`src/shared/gpio_port_pkg.sv`:
```
package gpio_port_pkg;

  // bus and port geometry
  localparam int ADDR_W = 12;
  localparam int PORT1_W = 8;
  localparam int NPAD = 4;
  localparam int SYNC_W = 10;

  // printed register addresses; each one is the block base plus the register's word index
  localparam logic [31:0] REG_BASE = 32'h5000_3000;
  localparam logic [31:0] OFS_PORT0_PIN6_MODE = 32'h5000_3012;
  localparam logic [31:0] OFS_PORT0_PIN7_MODE = 32'h5000_3014;
  localparam logic [31:0] OFS_PORT1_DATA = 32'h5000_3020;
  localparam logic [31:0] OFS_PORT1_BIT_SET = 32'h5000_3022;
  localparam logic [31:0] OFS_PORT1_BIT_CLEAR = 32'h5000_3024;
  localparam logic [31:0] OFS_PORT1_PIN0_MODE = 32'h5000_3026;
  localparam logic [31:0] OFS_PORT1_PIN1_MODE = 32'h5000_3028;

  // word index relative to the block base, times four, is the bus byte address
  function automatic logic [ADDR_W-1:0] word_to_byte(input logic [31:0] ofs);
    logic [31:0] idx;
    idx = ofs - REG_BASE;
    return {idx[ADDR_W-3:0], 2'b00};
  endfunction

  localparam logic [ADDR_W-1:0] ADR_PORT0_PIN6_MODE = word_to_byte(OFS_PORT0_PIN6_MODE);
  localparam logic [ADDR_W-1:0] ADR_PORT0_PIN7_MODE = word_to_byte(OFS_PORT0_PIN7_MODE);
  localparam logic [ADDR_W-1:0] ADR_PORT1_DATA = word_to_byte(OFS_PORT1_DATA);
  localparam logic [ADDR_W-1:0] ADR_PORT1_BIT_SET = word_to_byte(OFS_PORT1_BIT_SET);
  localparam logic [ADDR_W-1:0] ADR_PORT1_BIT_CLEAR = word_to_byte(OFS_PORT1_BIT_CLEAR);
  localparam logic [ADDR_W-1:0] ADR_PORT1_PIN0_MODE = word_to_byte(OFS_PORT1_PIN0_MODE);
  localparam logic [ADDR_W-1:0] ADR_PORT1_PIN1_MODE = word_to_byte(OFS_PORT1_PIN1_MODE);

  // field positions
  localparam int FUNC_LSB = 0;
  localparam int FUNC_MSB = 4;
  localparam int PULL_LSB = 8;
  localparam int PULL_MSB = 9;
  localparam int DATA_LSB = 0;
  localparam int DATA_MSB = 7;

  // pull configuration codes
  localparam logic [1:0] PULL_NONE = 2'h0;
  localparam logic [1:0] PULL_UP = 2'h1;
  localparam logic [1:0] PULL_DOWN = 2'h2;
  localparam logic [1:0] PULL_OUT = 2'h3;

  // values after reset
  localparam logic [4:0] FUNC_RST = 5'h00;
  localparam logic [1:0] PULL_RST = 2'h2;
  localparam logic [7:0] PORT1_RST = 8'h00;
  localparam logic PAD_OUT_RST = 1'b0;
  localparam logic PAD_OE_N_RST = 1'b1;
  localparam logic PAD_PU_RST = 1'b0;
  localparam logic PAD_PD_RST = 1'b1;
  localparam logic IN_IDLE_HIGH = 1'b1;
  localparam logic IN_IDLE_LOW = 1'b0;

  // pin function select codes
  typedef enum logic [4:0] {
    fn_gpio = 5'b00000, fn_serial1_rx = 5'b00001, fn_serial1_tx = 5'b00010,
    fn_serial2_rx = 5'b00011, fn_serial2_tx = 5'b00100, fn_sp_din = 5'b00101,
    fn_sp_dout = 5'b00110, fn_sp_clk = 5'b00111, fn_sp_en = 5'b01000,
    fn_i2c_scl = 5'b01001, fn_i2c_sda = 5'b01010, fn_ir1_rx = 5'b01011,
    fn_ir1_tx = 5'b01100, fn_ir2_rx = 5'b01101, fn_ir2_tx = 5'b01110,
    fn_analog = 5'b01111, fn_mod0 = 5'b10000, fn_mod1 = 5'b10001,
    fn_diag = 5'b10010, fn_cts1_n = 5'b10011, fn_rts1_n = 5'b10100,
    fn_cts2_n = 5'b10101, fn_rts2_n = 5'b10110, fn_mod2 = 5'b10111,
    fn_mod3 = 5'b11000, fn_mod4 = 5'b11001
  } pin_func_t;

endpackage

```
`src/port_pin_mode_and_data_regs.sv`:
```
// How it works
// - five-bit function select; zero means plain gpio
// - codes 1-10 serial, serial-peripheral, i2c signals
// - codes 11-14 infrared receive and transmit
// - analog only port0 pins 3-0 (here accepted on every pad); diag port0
// - codes 19-22 active-low flow control signals
// - duplicated inputs: lowest pin, port0 first
// - pull field: none, up, down, output
// - analog function ignores pull field
// - reset: pull down, gpio function
// - data write sets outputs; read returns pins
// - set register: ones set bits, reads zero
// - clear register: ones clear bits, reads zero
//
// The APB interface to the registers is this design's own decision.
`timescale 1ns/1ps
`default_nettype none

module port_pin_mode_and_data_regs
  import gpio_port_pkg::*;
(
  // clock and reset
  input wire logic pclk,
  input wire logic presetn,
  // apb slave
  input wire logic psel,
  input wire logic penable,
  input wire logic pwrite,
  input wire logic [ADDR_W-1:0] paddr,
  input wire logic [31:0] pwdata,
  output logic [31:0] prdata,
  output logic pready,
  output logic pslverr,
  // pads: 0 port0 pin6, 1 port0 pin7, 2 port1 pin0, 3 port1 pin1
  input wire logic [NPAD-1:0] pad_in,
  output logic [NPAD-1:0] pad_out,
  output logic [NPAD-1:0] pad_oe_n,
  output logic [NPAD-1:0] pad_pull_up,
  output logic [NPAD-1:0] pad_pull_down,
  // rest of port 1 and port 0 output data
  input wire logic [PORT1_W-3:0] port1_rest_in,
  input wire logic [1:0] port0_gpio_out,
  output logic [PORT1_W-1:0] port1_out,
  // peripheral outputs towards the pads
  input wire logic serial1_tx,
  input wire logic serial2_tx,
  input wire logic sp_data_out,
  input wire logic sp_clk,
  input wire logic sp_enable,
  input wire logic i2c_scl_low,
  input wire logic i2c_sda_low,
  input wire logic serial1_infrared_tx,
  input wire logic serial2_infrared_tx,
  input wire logic [4:0] modulator_out,
  input wire logic radio_diagnostic_out,
  input wire logic serial1_request_to_send_n,
  input wire logic serial2_request_to_send_n,
  // peripheral inputs from the pads
  output logic serial1_rx,
  output logic serial2_rx,
  output logic serial_periph_data_in,
  output logic i2c_scl_in,
  output logic i2c_sda_in,
  output logic serial1_infrared_rx,
  output logic serial2_infrared_rx,
  output logic serial1_clear_to_send_n,
  output logic serial2_clear_to_send_n
);

  // mode registers and port 1 output register
  logic [NPAD-1:0][4:0] func_q;
  logic [NPAD-1:0][1:0] pull_q;
  logic [PORT1_W-1:0] port1_out_q;

  // bus decode
  logic wr;
  logic hit_mode;
  logic hit_data;
  logic hit_set;
  logic hit_clr;
  logic hit_any;
  logic [1:0] mode_i;
  logic [31:0] rd_val;
  logic [31:0] prdata_q;

  // pad side
  logic [SYNC_W-1:0] lev;
  logic [PORT1_W-1:0] port1_lev;
  logic [NPAD-1:0] gpio_vec;
  logic [31:0] drv;
  logic [31:0] drv_en;
  logic [NPAD-1:0] cell_out;
  logic [NPAD-1:0] cell_oe_n;
  logic [NPAD-1:0] cell_pu;
  logic [NPAD-1:0] cell_pd;

  // first pad selecting the code wins; scanned from the top so index 0 lands last
  function automatic logic pick_in(input pin_func_t code,
                                   input logic [NPAD-1:0][4:0] sel,
                                   input logic [NPAD-1:0] lv,
                                   input logic idle);
    logic r;
    r = idle;
    for (int i = NPAD - 1; i >= 0; i--) begin
      if (sel[i] == code) begin
        r = lv[i];
      end
    end
    return r;
  endfunction

  // zero-wait slave: a write lands at the access edge
  assign pready = 1'b1;
  assign wr = psel && penable && pwrite;
  assign hit_any = hit_mode || hit_data || hit_set || hit_clr;
  assign pslverr = psel && penable && !hit_any;
  assign prdata = prdata_q;

  // address decode
  always_comb begin
    hit_mode = 1'b0;
    hit_data = 1'b0;
    hit_set = 1'b0;
    hit_clr = 1'b0;
    mode_i = 2'd0;
    if (paddr == ADR_PORT0_PIN6_MODE) begin
      hit_mode = 1'b1;
      mode_i = 2'd0;
    end else if (paddr == ADR_PORT0_PIN7_MODE) begin
      hit_mode = 1'b1;
      mode_i = 2'd1;
    end else if (paddr == ADR_PORT1_PIN0_MODE) begin
      hit_mode = 1'b1;
      mode_i = 2'd2;
    end else if (paddr == ADR_PORT1_PIN1_MODE) begin
      hit_mode = 1'b1;
      mode_i = 2'd3;
    end else if (paddr == ADR_PORT1_DATA) begin
      hit_data = 1'b1;
    end else if (paddr == ADR_PORT1_BIT_SET) begin
      hit_set = 1'b1;
    end else if (paddr == ADR_PORT1_BIT_CLEAR) begin
      hit_clr = 1'b1;
    end
  end

  // read value; set, clear, unmapped and reserved bits all read zero
  always_comb begin
    rd_val = '0;
    if (hit_mode) begin
      rd_val[PULL_MSB:PULL_LSB] = pull_q[mode_i];
      rd_val[FUNC_MSB:FUNC_LSB] = func_q[mode_i];
    end else if (hit_data) begin
      rd_val[DATA_MSB:DATA_LSB] = port1_lev;
    end
  end

  // read data is captured in the setup cycle so it leaves a flop
  always_ff @(posedge pclk or negedge presetn) begin
    if (!presetn) begin
      prdata_q <= '0;
    end else if (psel && !penable && !pwrite) begin
      prdata_q <= rd_val;
    end
  end

  // mode registers; only the two documented fields take write data
  always_ff @(posedge pclk or negedge presetn) begin
    if (!presetn) begin
      func_q <= {NPAD{FUNC_RST}};
      pull_q <= {NPAD{PULL_RST}};
    end else if (wr && hit_mode) begin
      func_q[mode_i] <= pwdata[FUNC_MSB:FUNC_LSB];
      pull_q[mode_i] <= pwdata[PULL_MSB:PULL_LSB];
    end
  end

  // port 1 output register with write-one set and clear
  always_ff @(posedge pclk or negedge presetn) begin
    if (!presetn) begin
      port1_out_q <= PORT1_RST;
    end else if (wr && hit_data) begin
      port1_out_q <= pwdata[DATA_MSB:DATA_LSB];
    end else if (wr && hit_set) begin
      port1_out_q <= port1_out_q | pwdata[DATA_MSB:DATA_LSB];
    end else if (wr && hit_clr) begin
      port1_out_q <= port1_out_q & ~pwdata[DATA_MSB:DATA_LSB];
    end
  end

  assign port1_out = port1_out_q;

  // pins are asynchronous to pclk, so all ten levels pass the filter
  input_sync #(
    .W(SYNC_W)
  ) u_sync (
    .pclk(pclk),
    .presetn(presetn),
    .din({port1_rest_in, pad_in}),
    .dout(lev)
  );

  // the data register reads the pins themselves, not port1_out_q
  assign port1_lev = {lev[SYNC_W-1:NPAD], lev[3:2]};
  assign gpio_vec = {port1_out_q[1:0], port0_gpio_out};

  // driver table indexed by function code; input codes stay disabled
  always_comb begin
    drv = '0;
    drv_en = '0;
    drv[fn_serial1_tx] = serial1_tx;
    drv_en[fn_serial1_tx] = 1'b1;
    drv[fn_serial2_tx] = serial2_tx;
    drv_en[fn_serial2_tx] = 1'b1;
    drv[fn_sp_dout] = sp_data_out;
    drv_en[fn_sp_dout] = 1'b1;
    drv[fn_sp_clk] = sp_clk;
    drv_en[fn_sp_clk] = 1'b1;
    drv[fn_sp_en] = sp_enable;
    drv_en[fn_sp_en] = 1'b1;
    // i2c lines are open drain: pulled low or released
    drv_en[fn_i2c_scl] = i2c_scl_low;
    drv_en[fn_i2c_sda] = i2c_sda_low;
    drv[fn_ir1_tx] = serial1_infrared_tx;
    drv_en[fn_ir1_tx] = 1'b1;
    drv[fn_ir2_tx] = serial2_infrared_tx;
    drv_en[fn_ir2_tx] = 1'b1;
    drv[fn_mod0] = modulator_out[0];
    drv[fn_mod1] = modulator_out[1];
    drv[fn_mod2] = modulator_out[2];
    drv[fn_mod3] = modulator_out[3];
    drv[fn_mod4] = modulator_out[4];
    drv_en[fn_mod0] = 1'b1;
    drv_en[fn_mod1] = 1'b1;
    drv_en[fn_mod2] = 1'b1;
    drv_en[fn_mod3] = 1'b1;
    drv_en[fn_mod4] = 1'b1;
    drv[fn_diag] = radio_diagnostic_out;
    drv_en[fn_diag] = 1'b1;
    drv[fn_rts1_n] = serial1_request_to_send_n;
    drv_en[fn_rts1_n] = 1'b1;
    drv[fn_rts2_n] = serial2_request_to_send_n;
    drv_en[fn_rts2_n] = 1'b1;
  end

  // one cell per pad; the diagnostic route exists on port 0 only
  for (genvar g = 0; g < NPAD; g++) begin : g_pad
    pin_mux_cell #(
      .DIAG_OK(g < 2)
    ) u_cell (
      .func(func_q[g]),
      .pull(pull_q[g]),
      .gpio_out(gpio_vec[g]),
      .drv(drv),
      .drv_en(drv_en),
      .pad_out(cell_out[g]),
      .pad_oe_n(cell_oe_n[g]),
      .pull_up(cell_pu[g]),
      .pull_down(cell_pd[g])
    );
  end

  // pad controls leave flops; costs one cycle after a mode change
  always_ff @(posedge pclk or negedge presetn) begin
    if (!presetn) begin
      pad_out <= {NPAD{PAD_OUT_RST}};
      pad_oe_n <= {NPAD{PAD_OE_N_RST}};
      pad_pull_up <= {NPAD{PAD_PU_RST}};
      pad_pull_down <= {NPAD{PAD_PD_RST}};
    end else begin
      pad_out <= cell_out;
      pad_oe_n <= cell_oe_n;
      pad_pull_up <= cell_pu;
      pad_pull_down <= cell_pd;
    end
  end

  // peripheral inputs; unselected ones rest at their idle level
  always_ff @(posedge pclk or negedge presetn) begin
    if (!presetn) begin
      serial1_rx <= IN_IDLE_HIGH;
      serial2_rx <= IN_IDLE_HIGH;
      serial_periph_data_in <= IN_IDLE_LOW;
      i2c_scl_in <= IN_IDLE_HIGH;
      i2c_sda_in <= IN_IDLE_HIGH;
      serial1_infrared_rx <= IN_IDLE_LOW;
      serial2_infrared_rx <= IN_IDLE_LOW;
      serial1_clear_to_send_n <= IN_IDLE_HIGH;
      serial2_clear_to_send_n <= IN_IDLE_HIGH;
    end else begin
      serial1_rx <= pick_in(fn_serial1_rx, func_q, lev[3:0], IN_IDLE_HIGH);
      serial2_rx <= pick_in(fn_serial2_rx, func_q, lev[3:0], IN_IDLE_HIGH);
      serial_periph_data_in <= pick_in(fn_sp_din, func_q, lev[3:0], IN_IDLE_LOW);
      i2c_scl_in <= pick_in(fn_i2c_scl, func_q, lev[3:0], IN_IDLE_HIGH);
      i2c_sda_in <= pick_in(fn_i2c_sda, func_q, lev[3:0], IN_IDLE_HIGH);
      serial1_infrared_rx <= pick_in(fn_ir1_rx, func_q, lev[3:0], IN_IDLE_LOW);
      serial2_infrared_rx <= pick_in(fn_ir2_rx, func_q, lev[3:0], IN_IDLE_LOW);
      serial1_clear_to_send_n <= pick_in(fn_cts1_n, func_q, lev[3:0], IN_IDLE_HIGH);
      serial2_clear_to_send_n <= pick_in(fn_cts2_n, func_q, lev[3:0], IN_IDLE_HIGH);
    end
  end

  // checks on the register file and the pad routing
  property p_data_write;
    @(posedge pclk) disable iff (!presetn)
    (wr && hit_data) |=> (port1_out == $past(pwdata[7:0]));
  endproperty
  a_data_write: assert property (p_data_write) else $error("data write not stored");

  property p_set_write;
    @(posedge pclk) disable iff (!presetn)
    (wr && hit_set) |=> (port1_out == ($past(port1_out) | $past(pwdata[7:0])));
  endproperty
  a_set_write: assert property (p_set_write) else $error("set write wrong");

  property p_clear_write;
    @(posedge pclk) disable iff (!presetn)
    (wr && hit_clr) |=> (port1_out == ($past(port1_out) & ~$past(pwdata[7:0])));
  endproperty
  a_clear_write: assert property (p_clear_write) else $error("clear write wrong");

  property p_setclr_read_zero;
    @(posedge pclk) disable iff (!presetn)
    (psel && !penable && !pwrite && (hit_set || hit_clr)) |=> (prdata == 32'h0000_0000);
  endproperty
  a_setclr_read_zero: assert property (p_setclr_read_zero) else $error("set/clear read not 0");

  property p_data_read_pins;
    @(posedge pclk) disable iff (!presetn)
    (psel && !penable && !pwrite && hit_data) |=> (prdata[7:0] == $past(port1_lev));
  endproperty
  a_data_read_pins: assert property (p_data_read_pins) else $error("data read not pins");

  property p_mode_reserved;
    @(posedge pclk) disable iff (!presetn)
    (psel && !penable && !pwrite && hit_mode) |=> (prdata[31:10] == '0) && (prdata[7:5] == '0);
  endproperty
  a_mode_reserved: assert property (p_mode_reserved) else $error("reserved bits not 0");

  property p_lowest_pin_wins;
    @(posedge pclk) disable iff (!presetn)
    (func_q[0] == fn_serial1_rx && func_q[2] == fn_serial1_rx) |=> (serial1_rx == $past(lev[0]));
  endproperty
  a_lowest_pin_wins: assert property (p_lowest_pin_wins) else $error("input priority wrong");

  property p_gpio_pull_down;
    @(posedge pclk) disable iff (!presetn)
    (func_q[2] == fn_gpio && pull_q[2] == PULL_DOWN) |=>
      (pad_pull_down[2] && !pad_pull_up[2] && pad_oe_n[2]);
  endproperty
  a_gpio_pull_down: assert property (p_gpio_pull_down) else $error("pull-down not applied");

  property p_analog_no_pull;
    @(posedge pclk) disable iff (!presetn)
    (func_q[1] == fn_analog) |=> (!pad_pull_up[1] && !pad_pull_down[1] && pad_oe_n[1]);
  endproperty
  a_analog_no_pull: assert property (p_analog_no_pull) else $error("analog pad not released");

  property p_rts_drive;
    @(posedge pclk) disable iff (!presetn)
    (func_q[1] == fn_rts2_n) |=> (!pad_oe_n[1] && pad_out[1] == $past(serial2_request_to_send_n));
  endproperty
  a_rts_drive: assert property (p_rts_drive) else $error("flow control not driven");

  property p_diag_port1_off;
    @(posedge pclk) disable iff (!presetn)
    (func_q[3] == fn_diag) |=> pad_oe_n[3];
  endproperty
  a_diag_port1_off: assert property (p_diag_port1_off) else $error("diag driven on port 1");

endmodule // port_pin_mode_and_data_regs

`default_nettype wire

```
`src/input_sync.sv`:
```
`timescale 1ns/1ps
`default_nettype none

module input_sync
  import gpio_port_pkg::*;
#(
  parameter int W = SYNC_W
) (
  // clock and reset
  input wire logic pclk,
  input wire logic presetn,
  // raw levels and filtered result
  input wire logic [W-1:0] din,
  output logic [W-1:0] dout
);

  logic [W-1:0] s1_q;
  logic [W-1:0] s2_q;
  logic [W-1:0] s3_q;

  // three stages; the first is seen only by the second
  always_ff @(posedge pclk or negedge presetn) begin
    if (!presetn) begin
      s1_q <= '0;
      s2_q <= '0;
      s3_q <= '0;
    end else begin
      s1_q <= din;
      s2_q <= s1_q;
      s3_q <= s2_q;
    end
  end

  // a bit changes only once stages two and three agree, so a glitch caught at one edge only never counts
  always_ff @(posedge pclk or negedge presetn) begin
    if (!presetn) begin
      dout <= '0;
    end else begin
      for (int i = 0; i < W; i++) begin
        if (s2_q[i] == s3_q[i]) begin
          dout[i] <= s3_q[i];
        end
      end
    end
  end

endmodule // input_sync

`default_nettype wire

```
`src/pin_mux_cell.sv`:
```
`timescale 1ns/1ps
`default_nettype none

module pin_mux_cell
  import gpio_port_pkg::*;
#(
  parameter bit DIAG_OK = 1'b0
) (
  // mode register fields
  input wire logic [4:0] func,
  input wire logic [1:0] pull,
  // sources
  input wire logic gpio_out,
  input wire logic [31:0] drv,
  input wire logic [31:0] drv_en,
  // pad controls
  output logic pad_out,
  output logic pad_oe_n,
  output logic pull_up,
  output logic pull_down
);

  // one pad: pick the driver, else leave an input with the chosen resistor, or with none for analog
  always_comb begin
    pad_out = 1'b0;
    pad_oe_n = 1'b1;
    pull_up = 1'b0;
    pull_down = 1'b0;
    case (pin_func_t'(func))
      fn_gpio: begin
        if (pull == PULL_OUT) begin
          pad_out = gpio_out;
          pad_oe_n = 1'b0;
        end else begin
          pull_up = (pull == PULL_UP);
          pull_down = (pull == PULL_DOWN);
        end
      end
      fn_analog: begin
        // analog use floats the pad and ignores the pull field
        pad_oe_n = 1'b1;
      end
      default: begin
        if (drv_en[func] && ((func != fn_diag) || DIAG_OK)) begin
          pad_out = drv[func];
          pad_oe_n = 1'b0;
        end else begin
          pull_up = (pull == PULL_UP);
          pull_down = (pull == PULL_DOWN);
        end
      end
    endcase
  end

endmodule // pin_mux_cell

`default_nettype wire

```
`config.mk`:
```
export PLATFORM = sky130hd
export DESIGN_NAME = port_pin_mode_and_data_regs
export DESIGN_NICKNAME = d
export VERILOG_FILES = /design/src/shared/gpio_port_pkg.sv /design/src/port_pin_mode_and_data_regs.sv /design/src/input_sync.sv /design/src/pin_mux_cell.sv
export SDC_FILE = /design/constraint.sdc
export NUM_CORES = 1
export LEC_CHECK = 0
export ABC_AREA = 0
export BUFFER_PORTS_ARGS = -buffer_cell sky130_fd_sc_hd__buf_2
export CORE_MARGIN = 1
export CORE_UTILIZATION = 50
export CTS_CLUSTER_DIAMETER = 150
export CTS_CLUSTER_SIZE = 10
export DETAILED_ROUTE_END_ITERATION = 7
export PLACE_DENSITY = 0.78
export SLEW_MARGIN = 0
export SYNTH_ARGS = -nofsm -noshare
export SYNTH_HDL_FRONTEND = slang
export SYNTH_SLANG_ARGS = --single-unit
```
`constraint.sdc`:
```
create_clock -name pclk -period 2.6 [get_ports pclk]
set_input_delay 0.13 -clock pclk [delete_from_list [all_inputs] [get_ports pclk]]
set_output_delay 0.13 -clock pclk [all_outputs]
set_load 0.01 [all_outputs]
```
Yosys cells after proc, flatten, opt, wreduce, memory -nomap -nowiden
Cells that the tools add are included.
{"block": "op_classes", "n_lt_le_gt_ge": 6, "n_eq_ne": 71, "mux": 143, "bitwise_logic": 3, "reduce_logical": 23}
{"operator": "equality test 5 x 4 -> 1 bit (second input constant)", "count": 20}
{"operator": "2-to-1 mux 1 bit", "count": 98}
{"operator": "equality test 12 x 8 -> 1 bit (second input constant)", "count": 5}
{"operator": "binary-select mux 1 bit (select 5 bit)", "count": 8}
{"operator": "equality test 5 bit (second input constant)", "count": 8}
{"operator": "2-to-1 mux 8 bit", "count": 4}
{"operator": "one-hot mux 1 bit (2 select lines)", "count": 16}
{"operator": "equality test 12 x 7 -> 1 bit (second input constant)", "count": 2}
{"operator": "< comparator 5 x 6 -> 1 bit (second input constant)", "count": 4}
{"operator": "bitwise mux 20 bit", "count": 1}
{"operator": "equality test 5 x 1 -> 1 bit (second input constant)", "count": 4}
{"operator": "equality test 5 x 2 -> 1 bit (second input constant)", "count": 4}
{"operator": "equality test 5 x 3 -> 1 bit (second input constant)", "count": 4}
{"operator": "logical NOT 5 bit", "count": 4}
{"operator": "equality test 2 bit (second input constant)", "count": 8}
{"operator": "2-to-1 mux 5 bit", "count": 3}
{"operator": "2-to-1 mux 2 bit", "count": 7}
{"operator": "logical AND 1 bit", "count": 12}
{"operator": "binary-select mux 5 bit (select 2 bit)", "count": 1}
{"operator": "demux 5 bit (select 2 bit)", "count": 1}
{"operator": "equality test 1 bit", "count": 10}
{"operator": "!= test 5 bit (second input constant)", "count": 2}
{"operator": "AND 8 bit", "count": 1}
{"operator": "bitwise mux 8 bit", "count": 1}
{"operator": "other kinds (11)", "count": 18}
{"block": "totals", "regBits": 111, "output_inout_bits": 67}

Longest topological paths before layout
{"block": "depth", "ltp_word": 12, "mapped_depth": 7, "depth_no_buf": 5}

Cells and area by module
Synthesis repeated with hierarchy kept, for this count alone.
{"block": "hier_totals", "cells_unflattened": 692, "hier_area_um2": 7692.4}
{"mod": "port_pin_mode_and_data_regs", "n_inst": 1, "cells_each": 328, "area_per_inst_um2": 3646.0, "seq_area_each_um2": 1799.2}
{"mod": "pin_mux_cell (g_pad[2].u_cell ...)", "n_inst": 2, "cells_each": 76, "area_per_inst_um2": 753.2, "seq_area_each_um2": 0.0}
{"mod": "pin_mux_cell (g_pad[0].u_cell ...)", "n_inst": 2, "cells_each": 81, "area_per_inst_um2": 713.2, "seq_area_each_um2": 0.0}
{"mod": "input_sync", "n_inst": 1, "cells_each": 50, "area_per_inst_um2": 1113.6, "seq_area_each_um2": 1001.0}

Least setup slack after synthesis
No wires, ideal clock.
{"block": "synth_timing", "kind": "input to register", "start": "in paddr[9]", "end": "reg func_q[17] in the netlist's numbering", "setup_time_ns": 0.125, "arrival_time_ns": 1.825, "required_time_ns": 2.475, "slack_ns": 0.650, "stages": 6, "n_path_buf": 2, "path_cell_list": "or4_4 > buf_6 > nor4_4 > nor2b_1 > buf_4 > mux2_2"}
{"block": "synth_between", "elab_chain_cells": 10, "elab_cells_between_ends": 19, "classes_between": "order compare (2); eq/ne (4); mux (11); reduce/logical (2)"}
{"item": "start: declaration", "line_no": "port_pin_mode_and_data_regs.sv:29", "rtl": "input wire logic [ADDR_W-1:0] paddr,"}
{"item": "equality test 12 x 8 -> 1 bit", "line_no": "port_pin_mode_and_data_regs.sv:135", "rtl": "end else if (paddr == ADR_PORT1_PIN1_MODE) begin"}
{"item": "2-to-1 mux 2 bit", "line_no": "port_pin_mode_and_data_regs.sv:135"}
{"item": "2-to-1 mux 2 bit", "line_no": "port_pin_mode_and_data_regs.sv:132", "rtl": "end else if (paddr == ADR_PORT1_PIN0_MODE) begin"}
{"item": "2-to-1 mux 2 bit", "line_no": "port_pin_mode_and_data_regs.sv:129", "rtl": "end else if (paddr == ADR_PORT0_PIN7_MODE) begin"}
{"item": "2-to-1 mux 2 bit", "line_no": "port_pin_mode_and_data_regs.sv:126", "rtl": "if (paddr == ADR_PORT0_PIN6_MODE) begin"}
{"item": "< comparator 2 x 3 -> 1 bit (not written as such) or >= comparator 2 x 1 -> 1 bit (tied branches)", "line_no": "port_pin_mode_and_data_regs.sv:173", "rtl": "func_q[mode_i] <= pwdata[FUNC_MSB:FUNC_LSB];"}
{"item": "logical AND 1 bit (not written as such)", "line_no": "port_pin_mode_and_data_regs.sv:173"}
{"item": "2-to-1 mux 5 bit (not written as such)", "line_no": "port_pin_mode_and_data_regs.sv:173"}
{"item": "demux 5 bit (select 2 bit)", "line_no": "port_pin_mode_and_data_regs.sv:173"}
{"item": "bitwise mux 20 bit", "line_no": "port_pin_mode_and_data_regs.sv:173"}
{"item": "end signal: assignment", "line_no": "port_pin_mode_and_data_regs.sv:170", "rtl": "func_q <= {NPAD{FUNC_RST}};"}
{"item": "end signal: indexed assignment", "line_no": "port_pin_mode_and_data_regs.sv:173"}
{"item": "end: declaration", "line_no": "port_pin_mode_and_data_regs.sv:71", "rtl": "logic [NPAD-1:0][4:0] func_q;"}
Several ways; a longest one is shown, not always the timed one.
A chain may end at the register's enable or synchronous reset.

Worst setup path after layout
{"block": "layout_timing", "start": "reg func_q[13] in the netlist's numbering", "end": "reg i2c_sda_in"}
{"block": "layout_between", "elab_chain_cells": 4}
{"item": "equality test 5 x 4 -> 1 bit", "line_no": "port_pin_mode_and_data_regs.sv:105", "rtl": "if (sel[i] == code) begin"}
{"item": "2-to-1 mux 1 bit (3 in a row)", "line_no": "port_pin_mode_and_data_regs.sv:105"}
{"item": "end signal: assignment", "line_no": "port_pin_mode_and_data_regs.sv:295", "rtl": "i2c_sda_in <= pick_in(fn_i2c_sda, func_q, lev[3:0], IN_IDLE_HIGH);"}
{"item": "end: declaration", "line_no": "port_pin_mode_and_data_regs.sv:63", "rtl": "output logic i2c_sda_in,"}
No other way between the ends.

==> flow_metrics.tcl <==
set metrics [dict create \
    status "finished, violations left" \
    violations "DRC" \
    post-route-cell-area_um2 6907 \
    cp-start-kind "register" \
    async_flop_share_pct 100.0 \
    clkTransAtPathRegs_ns 0.08 \
    finalNetCount 745 \
    cts_root_buf "clkbuf_16" \
    hpwl_um 11730 \
    grt_pass1_vias 4764 \
    clock.fmax_mhz 489.4 \
    yosys.area_share.simple_pct 17.64 \
    die_y_um 111.4 \
    synth.avg_cell_area_um2 10.40 \
    fp-row-count 39 \
    htreeDepth 3 \
    ios 145 \
    synth_edf_count 0 \
    yosysSeqAreaShare_pct 46.83 \
    crit_arrival_ns 2.33 \
    drc 14 \
    die_w_um 111.4 \
    port_buffers 99 \
    antenna_found_initial 0 \
    firstDrtPassIters 7 \
    required_ns 2.88 \
    hp-class "primary input to register" \
    yosys.cell_types.count 73 \
    p_leak_nw 3.121 \
    final_common_cell "buf_2" \
    synthAdderAreaFrac_pct 1.674 \
    gr-usage-all-layers_pct 26.47 \
    vdd_drop_max_v 0.0005862 \
    ys_warn_count 0 \
    critPathMaxFanout 9 \
    hold_viol 0 \
    fin_util_pct 59.97 \
    grt-ovfl-total 0 \
    synthXorXnorAreaFrac_pct 0 \
    areaGrowthSynthToFinish_pct 15.51 \
    grt_start_max_net_pins 66 \
    dr_total_vias 4855 \
    powerDensity_nw_per_um2 491.7 \
    first_iter_violations 346 \
    initial_core_util_pct 51.92 \
    clock-sinks 111 \
    synth_cells 575 \
    grt_pass1_wl_um 25360 \
    drt-total-wl_um 15820 \
    dpl_cell_area_um2 6504 \
    synthMuxAreaShare_pct 11.99 \
    syn_area_um2 5979 \
    cap_violations 0 \
    final_cell_mix "buf_2 (98), dfrtp_1 (93), nand2_1 (48), mux2_2 (36)" \
    yosys_register_bits 111 \
    diodes 0 \
    vias_per_cell 5.957 \
    cts_tree "done" \
    rsz0062_at_grt "false" \
    ctsResizeCount 0 \
    clkLatencyLatePin_ns 0.35 \
    gp_congestion 0.9757 \
    fin_setup_tns_ns 0 \
    timing.final.crit_share_pct 78.58 \
    setup.worst_path.class "register to register" \
    slew_headroom_pct 44.64 \
    clockBufferDepth 2 \
    synth-compound-area-share_pct 14.33 \
    drive_above_1_share_pct 30.36 \
    end_kind "register" \
    setup_viol 0 \
    synth_ff_type "dfrtp_1" \
    worstMarginPinSlew_ns 0.8254 \
    synth_top_family_by_area "simple AND/OR/NAND/NOR gates" \
    slew_viol_final 0 \
    core_area_um2 11520 \
    post_cts_buffers 0 \
    dieArea_um2 12400 \
    cts_buffers 9 \
    skew_ns 0.005845 \
    wl_per_cell_um 19.41 \
    ant_nets 0 \
    layout_min_cycle_time_ns 2.043 \
]
## path summary, 6_finish.rpt
kind	slack [ns]	from	to	cells after the start
worst min-delay path	0.02	pwdata[6]	register	2
worst max register to register	0.56	func_q[13]	i2c_sda_in	5
worst max-delay path	0.56	func_q[13]	i2c_sda_in	5
min in group asynchronous	0.32	presetn	serial2_infrared_rx	2
worst min register to register	0.35	u_sync.s1_q[7]	u_sync.s2_q[7]	0
max in group asynchronous	1.51	presetn	serial1_clear_to_send_n	3
## report_power, final
part,switching [mW],internal (mW)
Clock,0.682,0.677
Combinational,0.142,0.0878
Sequential,0.0390,1.77
## state kept, by name, indices dropped and copies added (netlist names), 8 cells and up, named ones only
name	count
func_q	20
prdata	10
pull_q	8
u_sync.dout	10
u_sync.s1_q	10
u_sync.s2_q	10
u_sync.s3_q	10
## synthesized netlist by cell type (all sizes together), types with 10 or more instances
| cell | number | area (um^2) |
|---|---|---|
| a21oi | 16 | 80.08 |
| buf | 35 | 255.2 |
| clkbuf | 33 | 123.9 |
| dfrtp | 93 | 2327 |
| dfstp | 18 | 473.0 |
| inv | 17 | 63.81 |
| maj3 | 10 | 100.1 |
| mux2 | 43 | 484.2 |
| mux2i | 21 | 210.2 |
| nand2 | 48 | 180.2 |
| nand3 | 17 | 85.08 |
| nor2 | 33 | 131.4 |
| nor3 | 13 | 65.06 |
| nor3b | 10 | 75.07 |
| o21ai | 33 | 165.2 |
## critical path, stage by stage, from the launching register on
cell      delay, ns
dfrtp_1        0.56
nor3b_1        0.40
nand3b_1       0.13
mux2_2         0.33
mux2_2         0.28
mux2_2         0.27
## cell type report
class | count | area, um^2
Timing Repair Buffer | 128 | 755.7
Clock inverter | 6 | 63.81
Sequential cell | 111 | 2800
Clock buffer | 10 | 229.0
Inverter | 17 | 63.81
Tap cell | 143 | 178.9
Multi-Input combinational cell | 400 | 2815
Fill cell | 959 | 4609
## metrics by stage
stage	power (mW)	setup slack (ns)	hold slack, ns	instances
2_1_floorplan	1.947	0.6497	-0.1656	596
3_5_place_dp	2.056	0.3426	0.1843	788
4_1_cts	3.422	0.5984	0.01459	815
6_report	3.396	0.5568	0.01591	815
3_3_place_gp	2.045	0.4483	0.1648	788
5_1_grt	3.515	0.4604	0.01007	815
## cells by family (layout without fill, tap and decap cells)
group                      count (synthesis)  in the layout
AOI/OAI and AO/OA                        118            118
adders and majority gates                 10             10
buffers and inverters                     85            161
DFF                                      111            111
muxes                                     65             65
other                                      2             23
and+or+nand+nor                          184            184
## per-layer routing
metal | up-vias | wire [um] | share of wire [%] | GRT usage, %
met5 | - | 0 | 0 | 0
met4 | 0 | 435 | 2.7 | 9.009
met3 | 33 | 1171 | 7.4 | 5.389
met2 | 202 | 7570 | 48 | 43.42
met1 | 2402 | 6645 | 42 | 35.20
li1 | 2218 | - | - | -
## repair_timing
item                                    4_1_cts  5_1_grt
endpoints found under the setup margin        0        0
hold buffers                                 11        0
hold endpoints to repair                     46        0
(Power assumes the default switching activity.)
